**config.mk**
```make
export PLATFORM = sky130hd
export DESIGN_NAME = ccdc_top
export DESIGN_NICKNAME = d
export VERILOG_FILES = /design/src/ccdc_top.v
export VERILOG_INCLUDE_DIRS = /design/src
export SDC_FILE = /design/constraint.sdc
export NUM_CORES = 2
export LEC_CHECK = 0
export BUFFER_PORTS_ARGS = -buffer_cell sky130_fd_sc_hd__clkbuf_2
export CAP_MARGIN = 5
export CELL_PAD_IN_SITES_DETAIL_PLACEMENT = 2
export CELL_PAD_IN_SITES_GLOBAL_PLACEMENT = 2
export CORE_UTILIZATION = 25
export DETAILED_ROUTE_END_ITERATION = 12
export PLACE_DENSITY = 0.55
export SYNTH_ARGS = -nofsm -noshare
export SYNTH_HDL_FRONTEND = slang
export SYNTH_SLANG_ARGS = --single-unit
export TNS_END_PERCENT = 100
```
**constraint.sdc**
```tcl
create_clock -name REF_CLK -period 11.35 [get_ports REF_CLK]
set_input_delay 2.27 -clock REF_CLK [delete_from_list [all_inputs] [get_ports REF_CLK]]
set_output_delay 2.27 -clock REF_CLK [all_outputs]
set_load 0.01 [all_outputs]
```
**src/ccdc_regs.vh**
```
// Purpose: register map, field positions and counts of the card controller
// Assumes: included by ccdc_top.v and by the checker and bench files
// Notes: ranges are given as msb:lsb for use inside a part-select
`ifndef CCDC_REGS_VH
`define CCDC_REGS_VH

// register offsets (byte addresses)
`define CCDC_A_CR     8'h00
`define CCDC_A_MR     8'h04
`define CCDC_A_SDCR   8'h0c
`define CCDC_A_ARGR   8'h10
`define CCDC_A_CMDR   8'h14
`define CCDC_A_BLKR   8'h18
`define CCDC_A_RSP0   8'h20
`define CCDC_A_RSP1   8'h24
`define CCDC_A_RSP2   8'h28
`define CCDC_A_RSP3   8'h2c
`define CCDC_A_RDR    8'h30
`define CCDC_A_TDR    8'h34
`define CCDC_A_SR     8'h40

// control register bits
`define CCDC_CR_EN    0
`define CCDC_CR_DIS   1
`define CCDC_CR_PSEN  2
`define CCDC_CR_PSDIS 3
`define CCDC_CR_SWRST 7

// mode register fields, then bus width and block register fields
`define CCDC_MR_DIV   7:0
`define CCDC_MR_PSDIV 10:8
`define CCDC_MR_RDG   11
`define CCDC_MR_WRG   12
`define CCDC_MR_BYTE  13
`define CCDC_MR_DMA   15
`define CCDC_MR_BLEN  31:16
`define CCDC_MR_RST   32'h00000000
`define CCDC_SDCR_WIDE 0
`define CCDC_BLK_CNT  15:0
`define CCDC_BLK_LEN  31:16

// command register fields
`define CCDC_C_IDX    5:0
`define CCDC_C_RSP    7:6
`define CCDC_C_OD     11
`define CCDC_C_LAT    12
`define CCDC_C_TRC    17:16
`define CCDC_C_TDIR   18
`define CCDC_C_TTYP   20:19
`define CCDC_RSP_NONE 2'd0
`define CCDC_RSP_136  2'd2
`define CCDC_TRC_GO   2'd1
`define CCDC_TRC_STOP 2'd2
`define CCDC_TT_ONE   2'd0
`define CCDC_TT_STRM  2'd2

// status register bits
`define CCDC_SR_CDONE 0
`define CCDC_SR_RXRDY 1
`define CCDC_SR_TXRDY 2
`define CCDC_SR_DIDLE 4
`define CCDC_SR_XDONE 5
`define CCDC_SR_RTO   16
`define CCDC_SR_RCE   17
`define CCDC_SR_DCE   18

// bit counts, in card clock cycles, and CRC polynomials
`define CCDC_LAT_STD  7'd5
`define CCDC_LAT_LONG 7'd64
`define CCDC_CMD_CRC  8'd40
`define CCDC_CMD_END  8'd47
`define CCDC_CMD_LEN  8'd48
`define CCDC_R48_LEN  8'd48
`define CCDC_R136_LEN 8'd136
`define CCDC_R136_LO  8'd8
`define CCDC_R136_HI  8'd128
`define CCDC_CRC16_N  5'd16
`define CCDC_BUSY_GAP 5'd8
`define CCDC_CRC7_P   7'h09
`define CCDC_CRC16_P  16'h1021

`endif

```
**src/ccdc_top.v**
```verilog
// Purpose: card bus command/response and data transfer controller
// Assumes: register port and card inputs synchronous to REF_CLK
// Notes: card clock made from REF_CLK; card bits move on its edges
//
// Contract
// - host sends each command bit-serially on command line
// - all bus bits move with the card clock
// - stream runs until a stop command
// - each data block followed by its CRC
// - disabled after reset until enable bit set
// - power save divides idle clock by 2^p+1
// - guard bits halt clock when receive buffer full or transmit buffer empty
// - command and response bits launched on rising edge
// - command line open-drain or push-pull per command
// - command starts at once on command register write
// - command done flag set when command completes
// - capture 48 or 136 bit responses
// - response kind 2 means 136-bit response
// - latency field 0 means five cycle limit
// - transfer field 0 means no data transfer
// - transfer type picks single, multi or stream
// - DMA mode services data through DMA requests
// - block length field sets block size
// - DMA units are words, or bytes in byte mode
// - block count 0 open-ended, else fixed count
// - counted multi-block ends itself after last block
// - bus width bit selects one or four lines
//
// Added by the designer: the address-and-strobe port and the register offsets.
`include "ccdc_regs.vh"
module ccdc_top (
	// system
	input  wire        REF_CLK,
	input  wire        RST_B,
	// register port
	input  wire [7:0]  REG_ADDR,
	input  wire [31:0] REG_WDATA,
	input  wire        REG_WR,
	input  wire        REG_RD,
	output reg  [31:0] REG_RDATA,
	// card bus
	output reg         CARD_CLK,
	input  wire        CMD_IN,
	output reg         CMD_OUT,
	output reg         CMD_OE,
	input  wire [3:0]  DAT_IN,
	output reg  [3:0]  DAT_OUT,
	output reg  [3:0]  DAT_OE,
	// dma requests
	output reg         DMA_RX_REQ,
	output reg         DMA_TX_REQ
);
	localparam C_IDLE = 2'd0;
	localparam C_TX   = 2'd1;
	localparam C_WAIT = 2'd2;
	localparam C_RX   = 2'd3;
	localparam D_IDLE = 3'd0;
	localparam D_WAIT = 3'd1;
	localparam D_RX   = 3'd2;
	localparam D_RCRC = 3'd3;
	localparam D_TXS  = 3'd4;
	localparam D_TX   = 3'd5;
	localparam D_TCRC = 3'd6;
	localparam D_BUSY = 3'd7;

	function [6:0] crc7;
		input [6:0] c;
		input       b;
		begin
			crc7 = {c[5:0], 1'b0} ^ ({7{c[6] ^ b}} & `CCDC_CRC7_P);
		end
	endfunction

	function [15:0] crc16;
		input [15:0] c;
		input        b;
		begin
			crc16 = {c[14:0], 1'b0} ^ ({16{c[15] ^ b}} & `CCDC_CRC16_P);
		end
	endfunction

	reg         en_r, pws_r, sdw_r;
	reg [31:0]  mr_r, arg_r;
	reg [15:0]  block_count_field_r;
	reg [7:0]   hc_r, ps_r;
	reg         rise_r, fall_r;
	reg [1:0]   cst_r;
	reg [20:0]  cmd_r;
	reg [47:0]  tsh_r;
	reg [7:0]   cc_r;
	reg [6:0]   c7_r, lat_r;
	reg [135:0] rsh_r;
	reg [127:0] rsp_r;
	reg         done_r, rto_r, rce_r, cfin_r;
	reg [2:0]   dst_r;
	reg [19:0]  bc_r;
	reg [5:0]   ub_r;
	reg [15:0]  nb_r;
	reg [4:0]   dc_r;
	reg [31:0]  dsh_r, rdr_r, tdr_r;
	reg         rx_full_r, tx_full_r, xdone_r, dce_r;
	reg [31:0]  rd_v, sr_v;
	wire [3:0]  cz, cm;

	wire wr_cr  = REG_WR & (REG_ADDR == `CCDC_A_CR);
	wire rst    = ~RST_B | (wr_cr & REG_WDATA[`CCDC_CR_SWRST]);
	wire cmd_go = REG_WR & (REG_ADDR == `CCDC_A_CMDR) & en_r
		& (cst_r == C_IDLE);
	wire sr_rd  = REG_RD & (REG_ADDR == `CCDC_A_SR);
	wire rd_rdr = REG_RD & (REG_ADDR == `CCDC_A_RDR);
	wire wr_tdr = REG_WR & (REG_ADDR == `CCDC_A_TDR);
	wire idle   = (cst_r == C_IDLE) & (dst_r == D_IDLE);

	// data path geometry
	wire        byte_m = mr_r[`CCDC_MR_BYTE];
	wire        stream = cmd_r[`CCDC_C_TTYP] == `CCDC_TT_STRM;
	wire [5:0]  w      = sdw_r ? 6'd4 : 6'd1;
	wire [5:0]  ublen  = byte_m ? 6'd8 : 6'd32;
	wire [5:0]  ub_nx  = ub_r + w;
	wire [19:0] bc_nx  = bc_r + {14'h0000, w};
	wire [19:0] blk_b  = {1'b0, mr_r[`CCDC_MR_BLEN], 3'b000};
	wire        blk_last = ~stream & (bc_nx == blk_b);
	wire [3:0]  lm     = sdw_r ? 4'hf : 4'h1;
	wire [3:0]  txb    = sdw_r ? dsh_r[31:28] : {3'b000, dsh_r[31]};
	wire [31:0] rxw    = sdw_r ? {dsh_r[27:0], DAT_IN}
		: {dsh_r[30:0], DAT_IN[0]};
	wire [31:0] txw    = byte_m ? {tdr_r[7:0], 24'h000000} : tdr_r;
	wire [31:0] tsh_nx = sdw_r ? {dsh_r[27:0], 4'h0}
		: {dsh_r[30:0], 1'b0};
	wire        all_done = (cmd_r[`CCDC_C_TTYP] == `CCDC_TT_ONE)
		| ((block_count_field_r != 16'h0000) & (nb_r + 16'h0001 == block_count_field_r));

	// card clock
	wire [7:0] pmax  = 8'h01 << mr_r[`CCDC_MR_PSDIV];
	wire       stall = (mr_r[`CCDC_MR_RDG] & (dst_r == D_RX) & rx_full_r)
		| (mr_r[`CCDC_MR_WRG] & (dst_r == D_TX) & ~tx_full_r
		& (ub_nx == ublen) & ~blk_last);

	always @(posedge REF_CLK) begin
		if (rst | ~en_r) begin
			CARD_CLK <= 1'b0;
			hc_r     <= 8'h00;
			ps_r     <= 8'h00;
			rise_r   <= 1'b0;
			fall_r   <= 1'b0;
		end else begin
			rise_r <= 1'b0;
			fall_r <= 1'b0;
			if (hc_r != mr_r[`CCDC_MR_DIV]) begin
				hc_r <= hc_r + 8'h01;
			end else if (idle & pws_r & (ps_r != pmax)) begin
				hc_r <= 8'h00;
				ps_r <= ps_r + 8'h01;
			end else if (~CARD_CLK & stall) begin
				hc_r <= hc_r;
			end else begin
				hc_r     <= 8'h00;
				ps_r     <= 8'h00;
				CARD_CLK <= ~CARD_CLK;
				rise_r   <= ~CARD_CLK;
				fall_r   <= CARD_CLK;
			end
		end
	end

	// software registers
	always @(posedge REF_CLK) begin
		if (rst) begin
			en_r   <= 1'b0;
			pws_r  <= 1'b0;
			sdw_r  <= 1'b0;
			mr_r   <= `CCDC_MR_RST;
			arg_r  <= 32'h00000000;
			block_count_field_r <= 16'h0000;
		end else if (wr_cr) begin
			if (REG_WDATA[`CCDC_CR_DIS])
				en_r <= 1'b0;
			else if (REG_WDATA[`CCDC_CR_EN])
				en_r <= 1'b1;
			if (REG_WDATA[`CCDC_CR_PSDIS])
				pws_r <= 1'b0;
			else if (REG_WDATA[`CCDC_CR_PSEN])
				pws_r <= 1'b1;
		end else if (REG_WR & (REG_ADDR == `CCDC_A_MR)) begin
			mr_r <= REG_WDATA;
		end else if (REG_WR & (REG_ADDR == `CCDC_A_SDCR)) begin
			sdw_r <= REG_WDATA[`CCDC_SDCR_WIDE];
		end else if (REG_WR & (REG_ADDR == `CCDC_A_ARGR)) begin
			arg_r <= REG_WDATA;
		end else if (REG_WR & (REG_ADDR == `CCDC_A_BLKR)) begin
			block_count_field_r                <= REG_WDATA[`CCDC_BLK_CNT];
			mr_r[`CCDC_MR_BLEN] <= REG_WDATA[`CCDC_BLK_LEN];
		end
	end

	// command and response engine
	wire       r136 = cmd_r[`CCDC_C_RSP] == `CCDC_RSP_136;
	wire [7:0] rlen = r136 ? `CCDC_R136_LEN : `CCDC_R48_LEN;
	wire [6:0] lmax = cmd_r[`CCDC_C_LAT] ? `CCDC_LAT_LONG : `CCDC_LAT_STD;
	wire       rwin = r136 ? ((cc_r >= `CCDC_R136_LO) & (cc_r < `CCDC_R136_HI))
		: (cc_r < `CCDC_CMD_CRC);
	wire [135:0] rfull = {rsh_r[134:0], CMD_IN};
	wire       tb = (cc_r < `CCDC_CMD_CRC) ? tsh_r[47]
		: ((cc_r < `CCDC_CMD_END) ? c7_r[6] : 1'b1);

	always @(posedge REF_CLK) begin
		if (rst) begin
			cst_r   <= C_IDLE;
			cmd_r   <= 21'h000000;
			tsh_r   <= 48'h000000000000;
			cc_r    <= 8'h00;
			c7_r    <= 7'h00;
			lat_r   <= 7'h00;
			rsh_r   <= {136{1'b0}};
			rsp_r   <= {128{1'b0}};
			done_r  <= 1'b1;
			rto_r   <= 1'b0;
			rce_r   <= 1'b0;
			cfin_r  <= 1'b0;
			CMD_OUT <= 1'b1;
			CMD_OE  <= 1'b0;
		end else begin
			cfin_r <= 1'b0;
			if (sr_rd) begin
				rto_r <= 1'b0;
				rce_r <= 1'b0;
			end
			case (cst_r)
			C_IDLE: if (cmd_go) begin
				cmd_r  <= REG_WDATA[20:0];
				tsh_r  <= {2'b01, REG_WDATA[`CCDC_C_IDX], arg_r, 8'h00};
				cc_r   <= 8'h00;
				c7_r   <= 7'h00;
				done_r <= 1'b0;
				cst_r  <= C_TX;
			end
			C_TX: if (rise_r) begin
				CMD_OUT <= tb;
				CMD_OE  <= cmd_r[`CCDC_C_OD] ? ~tb : 1'b1;
				cc_r    <= cc_r + 8'h01;
				if (cc_r < `CCDC_CMD_CRC) begin
					c7_r  <= crc7(c7_r, tb);
					tsh_r <= {tsh_r[46:0], 1'b0};
				end else if (cc_r < `CCDC_CMD_END) begin
					c7_r <= {c7_r[5:0], 1'b0};
				end
				if (cc_r == `CCDC_CMD_LEN) begin
					CMD_OUT <= 1'b1;
					CMD_OE  <= 1'b0;
					lat_r   <= 7'h00;
					cc_r    <= 8'h00;
					if (cmd_r[`CCDC_C_RSP] == `CCDC_RSP_NONE) begin
						done_r <= 1'b1;
						cfin_r <= 1'b1;
						cst_r  <= C_IDLE;
					end else begin
						cst_r <= C_WAIT;
					end
				end
			end
			C_WAIT: if (fall_r) begin
				if (~CMD_IN) begin
					rsh_r <= rfull;
					cc_r  <= 8'h01;
					c7_r  <= 7'h00;
					cst_r <= C_RX;
				end else if (lat_r == lmax) begin
					rto_r  <= 1'b1;
					done_r <= 1'b1;
					cfin_r <= 1'b1;
					cst_r  <= C_IDLE;
				end else begin
					lat_r <= lat_r + 7'h01;
				end
			end
			default: if (fall_r) begin
				rsh_r <= rfull;
				cc_r  <= cc_r + 8'h01;
				if (rwin)
					c7_r <= crc7(c7_r, CMD_IN);
				if (cc_r + 8'h01 == rlen) begin
					rsp_r  <= r136 ? rfull[127:0]
						: {rfull[39:8], 96'h0};
					rce_r  <= (rsh_r[6:0] != c7_r) | rce_r;
					done_r <= 1'b1;
					cfin_r <= 1'b1;
					cst_r  <= C_IDLE;
				end
			end
			endcase
		end
	end

	// per-lane data CRC
	wire c_clr = (dst_r == D_IDLE) | (dst_r == D_WAIT) | (dst_r == D_TXS);
	wire c_upd = (fall_r & ((dst_r == D_RX)
		| ((dst_r == D_RCRC) & (dc_r < `CCDC_CRC16_N))))
		| (rise_r & (dst_r == D_TX));
	wire c_shf = rise_r & (dst_r == D_TCRC) & (dc_r < `CCDC_CRC16_N);
	wire [3:0] c_in = (dst_r == D_TX) ? txb : DAT_IN;

	genvar g;
	generate
		for (g = 0; g < 4; g = g + 1) begin : lane
			reg [15:0] c_r;
			always @(posedge REF_CLK) begin
				if (rst | c_clr)
					c_r <= 16'h0000;
				else if (c_upd)
					c_r <= crc16(c_r, c_in[g]);
				else if (c_shf)
					c_r <= {c_r[14:0], 1'b0};
			end
			assign cz[g] = c_r == 16'h0000;
			assign cm[g] = c_r[15];
		end
	endgenerate

	// data transfer engine
	always @(posedge REF_CLK) begin
		if (rst) begin
			dst_r      <= D_IDLE;
			bc_r       <= 20'h00000;
			ub_r       <= 6'h00;
			nb_r       <= 16'h0000;
			dc_r       <= 5'h00;
			dsh_r      <= 32'h00000000;
			rdr_r      <= 32'h00000000;
			tdr_r      <= 32'h00000000;
			rx_full_r  <= 1'b0;
			tx_full_r  <= 1'b0;
			xdone_r    <= 1'b0;
			dce_r      <= 1'b0;
			DAT_OUT    <= 4'hf;
			DAT_OE     <= 4'h0;
			DMA_RX_REQ <= 1'b0;
			DMA_TX_REQ <= 1'b0;
		end else begin
			DMA_RX_REQ <= 1'b0;
			DMA_TX_REQ <= 1'b0;
			if (sr_rd) begin
				xdone_r <= 1'b0;
				dce_r   <= 1'b0;
			end
			if (rd_rdr)
				rx_full_r <= 1'b0;
			if (cfin_r) begin
				if (cmd_r[`CCDC_C_TRC] == `CCDC_TRC_STOP) begin
					dst_r   <= D_IDLE;
					DAT_OE  <= 4'h0;
					xdone_r <= 1'b1;
				end else if ((cmd_r[`CCDC_C_TRC] == `CCDC_TRC_GO) & ~rto_r) begin
					nb_r  <= 16'h0000;
					dst_r <= cmd_r[`CCDC_C_TDIR] ? D_WAIT : D_TXS;
				end
			end else begin
				case (dst_r)
				D_WAIT: if (fall_r & ~DAT_IN[0]) begin
					bc_r  <= 20'h00000;
					ub_r  <= 6'h00;
					dst_r <= D_RX;
				end
				D_RX: if (fall_r) begin
					dsh_r <= rxw;
					bc_r  <= bc_nx;
					ub_r  <= ub_nx;
					if (ub_nx == ublen) begin
						ub_r       <= 6'h00;
						rdr_r      <= byte_m ? {24'h000000, rxw[7:0]} : rxw;
						rx_full_r  <= 1'b1;
						DMA_RX_REQ <= mr_r[`CCDC_MR_DMA];
					end
					if (blk_last) begin
						dc_r  <= 5'h00;
						dst_r <= D_RCRC;
					end
				end
				D_RCRC: if (fall_r) begin
					dc_r <= dc_r + 5'h01;
					if (dc_r == `CCDC_CRC16_N) begin
						dce_r <= dce_r | (|(~cz & lm));
						nb_r  <= nb_r + 16'h0001;
						if (all_done) begin
							xdone_r <= 1'b1;
							dst_r   <= D_IDLE;
						end else begin
							dst_r <= D_WAIT;
						end
					end
				end
				D_TXS: if (rise_r & tx_full_r) begin
					DAT_OUT    <= 4'h0;
					DAT_OE     <= lm;
					dsh_r      <= txw;
					tx_full_r  <= 1'b0;
					DMA_TX_REQ <= mr_r[`CCDC_MR_DMA];
					bc_r       <= 20'h00000;
					ub_r       <= 6'h00;
					dst_r      <= D_TX;
				end
				D_TX: if (rise_r) begin
					DAT_OUT <= txb;
					dsh_r   <= tsh_nx;
					bc_r    <= bc_nx;
					ub_r    <= ub_nx;
					if ((ub_nx == ublen) & ~blk_last) begin
						ub_r       <= 6'h00;
						dsh_r      <= txw;
						tx_full_r  <= 1'b0;
						DMA_TX_REQ <= mr_r[`CCDC_MR_DMA];
					end
					if (blk_last) begin
						dc_r  <= 5'h00;
						dst_r <= D_TCRC;
					end
				end
				D_TCRC: if (rise_r) begin
					dc_r <= dc_r + 5'h01;
					if (dc_r < `CCDC_CRC16_N) begin
						DAT_OUT <= cm;
					end else if (dc_r == `CCDC_CRC16_N) begin
						DAT_OUT <= 4'hf;
					end else begin
						DAT_OE <= 4'h0;
						dc_r   <= 5'h00;
						dst_r  <= D_BUSY;
					end
				end
				D_BUSY: if (fall_r) begin
					if (dc_r != `CCDC_BUSY_GAP) begin
						dc_r <= dc_r + 5'h01;
					end else if (DAT_IN[0]) begin
						nb_r <= nb_r + 16'h0001;
						if (all_done) begin
							xdone_r <= 1'b1;
							dst_r   <= D_IDLE;
						end else begin
							dst_r <= D_TXS;
						end
					end
				end
				default: ;
				endcase
			end
			if (wr_tdr) begin
				tdr_r     <= REG_WDATA;
				tx_full_r <= 1'b1;
			end
		end
	end

	// status and read-back
	always @* begin
		sr_v                  = 32'h00000000;
		sr_v[`CCDC_SR_CDONE] = done_r;
		sr_v[`CCDC_SR_RXRDY] = rx_full_r;
		sr_v[`CCDC_SR_TXRDY] = ~tx_full_r;
		sr_v[`CCDC_SR_DIDLE] = dst_r == D_IDLE;
		sr_v[`CCDC_SR_XDONE] = xdone_r;
		sr_v[`CCDC_SR_RTO]   = rto_r;
		sr_v[`CCDC_SR_RCE]   = rce_r;
		sr_v[`CCDC_SR_DCE]   = dce_r;
	end

	always @* begin
		rd_v = 32'h00000000;
		if (REG_ADDR == `CCDC_A_MR)
			rd_v = mr_r;
		else if (REG_ADDR == `CCDC_A_SDCR)
			rd_v = {31'h00000000, sdw_r};
		else if (REG_ADDR == `CCDC_A_ARGR)
			rd_v = arg_r;
		else if (REG_ADDR == `CCDC_A_BLKR)
			rd_v = {mr_r[`CCDC_MR_BLEN], block_count_field_r};
		else if (REG_ADDR == `CCDC_A_RSP0)
			rd_v = rsp_r[127:96];
		else if (REG_ADDR == `CCDC_A_RSP1)
			rd_v = rsp_r[95:64];
		else if (REG_ADDR == `CCDC_A_RSP2)
			rd_v = rsp_r[63:32];
		else if (REG_ADDR == `CCDC_A_RSP3)
			rd_v = rsp_r[31:0];
		else if (REG_ADDR == `CCDC_A_RDR)
			rd_v = rdr_r;
		else if (REG_ADDR == `CCDC_A_SR)
			rd_v = sr_v;
	end

	always @(posedge REF_CLK) begin
		if (rst)
			REG_RDATA <= 32'h00000000;
		else
			REG_RDATA <= REG_RD ? rd_v : 32'h00000000;
	end
endmodule // ccdc_top

```
==> impl_metrics.tcl <==
set metrics [dict create \
    p_int_mw 4.197 \
    die_w_um 351.5 \
    core_area_um2 120400 \
    path_delay_family "simple AND/OR/NAND/NOR gates" \
    synth_top_area_share_pct 45.23 \
    cts-buffers-inserted 87 \
    dpl.hpwl_mm 90.13 \
    cts_tree "done" \
    path_clk_slew_ns 0.06 \
    syn-num-nets 3904 \
    status "complete, no violations" \
    yosys_warnings 0 \
    wire_per_inst_um 24.15 \
    comb_power_share_pct 2.8 \
    seq_area_frac_synth_pct 45.23 \
    clkSinkCount 690 \
    worstPathCellList "clkbuf_2, nor4_1, and3_1, nand2_1, nand2_4, buf_12, buf_12, a21oi_1" \
    cts_repair_resize_count 0 \
    grt_max_degree 197 \
    cts_root_buf "clkbuf_16" \
    netlist_instances 3837 \
    cp_slowest_cell "nor4_1" \
    cts_buffer_depth 3 \
    sw_frac_of_total_pct 23.61 \
    num_rows 127 \
    ctsHoldBuffers 0 \
    globalplace.congestion 0.7948 \
    area_growth_pct 15.59 \
    crit_type "in2reg" \
    htreeDepth 3 \
    synth_seq_cells 690 \
    required_ns 11.84 \
    grt_pass1_wl_mm 195.3 \
    io_buffers 93 \
    grt-ovfl-total 0 \
    synth_area_leader_cell "dfxtp_1" \
    cap_violations 0 \
    die_h_um 351.5 \
    grtUsageTotal_pct 21.01 \
    drc 0 \
    vias_per_cell 5.171 \
    cp.arrival_ns 6.28 \
    nNetsFinal 3830 \
    grt_pass1_vias 28770 \
    die_area_um2 123600 \
    power_leakage_nw 11.55 \
    clockPowerShare_pct 52.7 \
    cp_max_fo 196 \
    syn_area_um2 30540 \
    final.period_utilization_pct 51.00 \
    wirelength_mm 131.5 \
    drive_gt1_share_pct 8.685 \
    antenna_found_initial 9 \
    synth_common_cells "nand2_1, dfxtp_1, a21oi_1, clkbuf_1, nor2_1" \
    crit_buf_inv 3 \
    hold_viol_final 0 \
    power_frac_seq_pct 44.5 \
    drt_iter0_drc 1424 \
    first_pass_iters 6 \
    tns_ns 0 \
    ys.flop_type "dfxtp_1" \
    tightest_slew_ns 1.206 \
    post_cts_buffers 0 \
    fmaxAchievable_ghz 0.1728 \
    p_per_area_nw_per_um2 155.7 \
    num_io_pins 94 \
    finalMaxSlewViolations 0 \
    slew_headroom_pct 19.38 \
    start_util_pct 25.35 \
    synth_area_per_cell_um2 7.959 \
    drt.antenna.violating_nets 0 \
    clock_latency_ns 0.68 \
    rsz0062_at_grt "no" \
    final-instance-count-excl-fill 5447 \
    synth_edf_count 0 \
    critPathMostFrequentCell "buf_12" \
    vias 28170 \
    synth_area_leaders "dfxtp_1, nand2_1, a21oi_1" \
    dpl.cell_count 5285 \
    finClkSkew_ns 0.03029 \
    crit_path_end_kind "register" \
    setup_viol 0 \
    rrSetupSlack_ns 6.95 \
    async_flop_share_pct 0 \
    min_path_type "reg2reg" \
    slowest_delay_ns 0.85 \
    synth_cell_types 80 \
    finalCriticalPeriod_ns 5.788 \
    power.net_switching_mw 1.298 \
    ir_drop_uv 94.08 \
    cp-start-kind "input port" \
    synth.most_common_cell "nand2_1" \
]
registers in the layout (all words and copies together) (netlist names), 40 cells and up:
name and cells:
rsh_r 127, rsp_r 128, lane.c_r 64, tsh_r 40
cell type report:
class / count / area [µm²]
diodes: 1 / 2.502
clock buffers: 130 / 2655
clock inverters: 30 / 295.3
fillers: 13880 / 85150
inverters: 41 / 153.9
multi-input cells: 2801 / 15490
flip-flops and latches: 690 / 13820
well taps: 1612 / 2017
repair buffers: 142 / 868.3
metal layers:
layer | part of all wire (%) | up-vias | GRT usage (%)
li1 | - | 13320 | -
met1 | 49 | 14200 | 29.56
met2 | 44 | 455 | 32.88
met3 | 4.1 | 188 | 3.318
met4 | 2.8 | 6 | 6.069
met5 | 0.024 | - | 0
worst register-to-register path, delay by kind of cell, from the launching register on:
family                     cells  cell delay (ns)
adders and majority gates      1             0.38
buffers and inverters          2             1.10
xor gates and xnor gates       1             0.19
AOI/OAI and AO/OA              4             0.69
and+or+nand+nor                2             1.28
muxes                          1             0.30
DFF                            1             0.32
path summary, 6_finish.rpt:
kind	startpoint	to	depth (start not counted)
max reg2reg	sdw_r	dsh_r[3]	11
min	rsp_r[59]	rsp_r[59]	2
max	REG_ADDR[3]	rsh_r[10]	8
min reg2reg	rsp_r[59]	rsp_r[59]	2
power groups by stage:
stage	Clock (mW)	Sequential (mW)	Combinational, mW
after global routing	3.07	2.44	0.164
final	2.90	2.45	0.153
after CTS	2.99	2.44	0.155
after detailed placement	0	2.50	0.154
after floorplan	0	2.49	0.0823
after global placement	0	2.50	0.154
layout by cell type, fill, tap and decap left out, drive strengths merged, types with 20 or more instances in the layout:
master / count
dfxtp: 690
a211oi: 91
o21ai: 131
nand2b: 21
a222oi: 34
nor4: 41
inv: 41
nor2: 257
xor2: 45
nand4: 29
a31oi: 25
a21oi: 521
or3: 20
mux2i: 151
a221oi: 20
nand3: 186
nand2: 793
clkbuf: 223
xnor2: 50
nor3: 107
clkinv: 23
buf: 49
nor2b: 33
and3: 30
kinds of logic after synthesis:
family          Yosys count  share of synthesized area (%)
fa+ha+maj                18                         0.7375
mux                     154                          5.060
buf+inv                 346                          4.408
compound gates          943                          18.60
xor+xnor                 95                          2.725
flops                   690                          45.23
simple gates           1591                          23.24
metrics by stage:
stage                     total power [mW]  setup slack, ns  hold WS, ns  cell area, µm²  utilization [%]
final                                5.495            5.562       0.4509           35300            29.31
after global placement               2.652            5.006       0.4392           32340            26.85
after CTS                            5.586            5.578       0.4542           35290            29.30
after global routing                 5.677            5.272       0.4690           35300            29.30
after floorplan                      2.576            6.721       0.4249           30540                -
after detailed placement             2.652            4.920       0.4469           32340            26.85
Note: power is estimated with default switching activity, not from simulation.
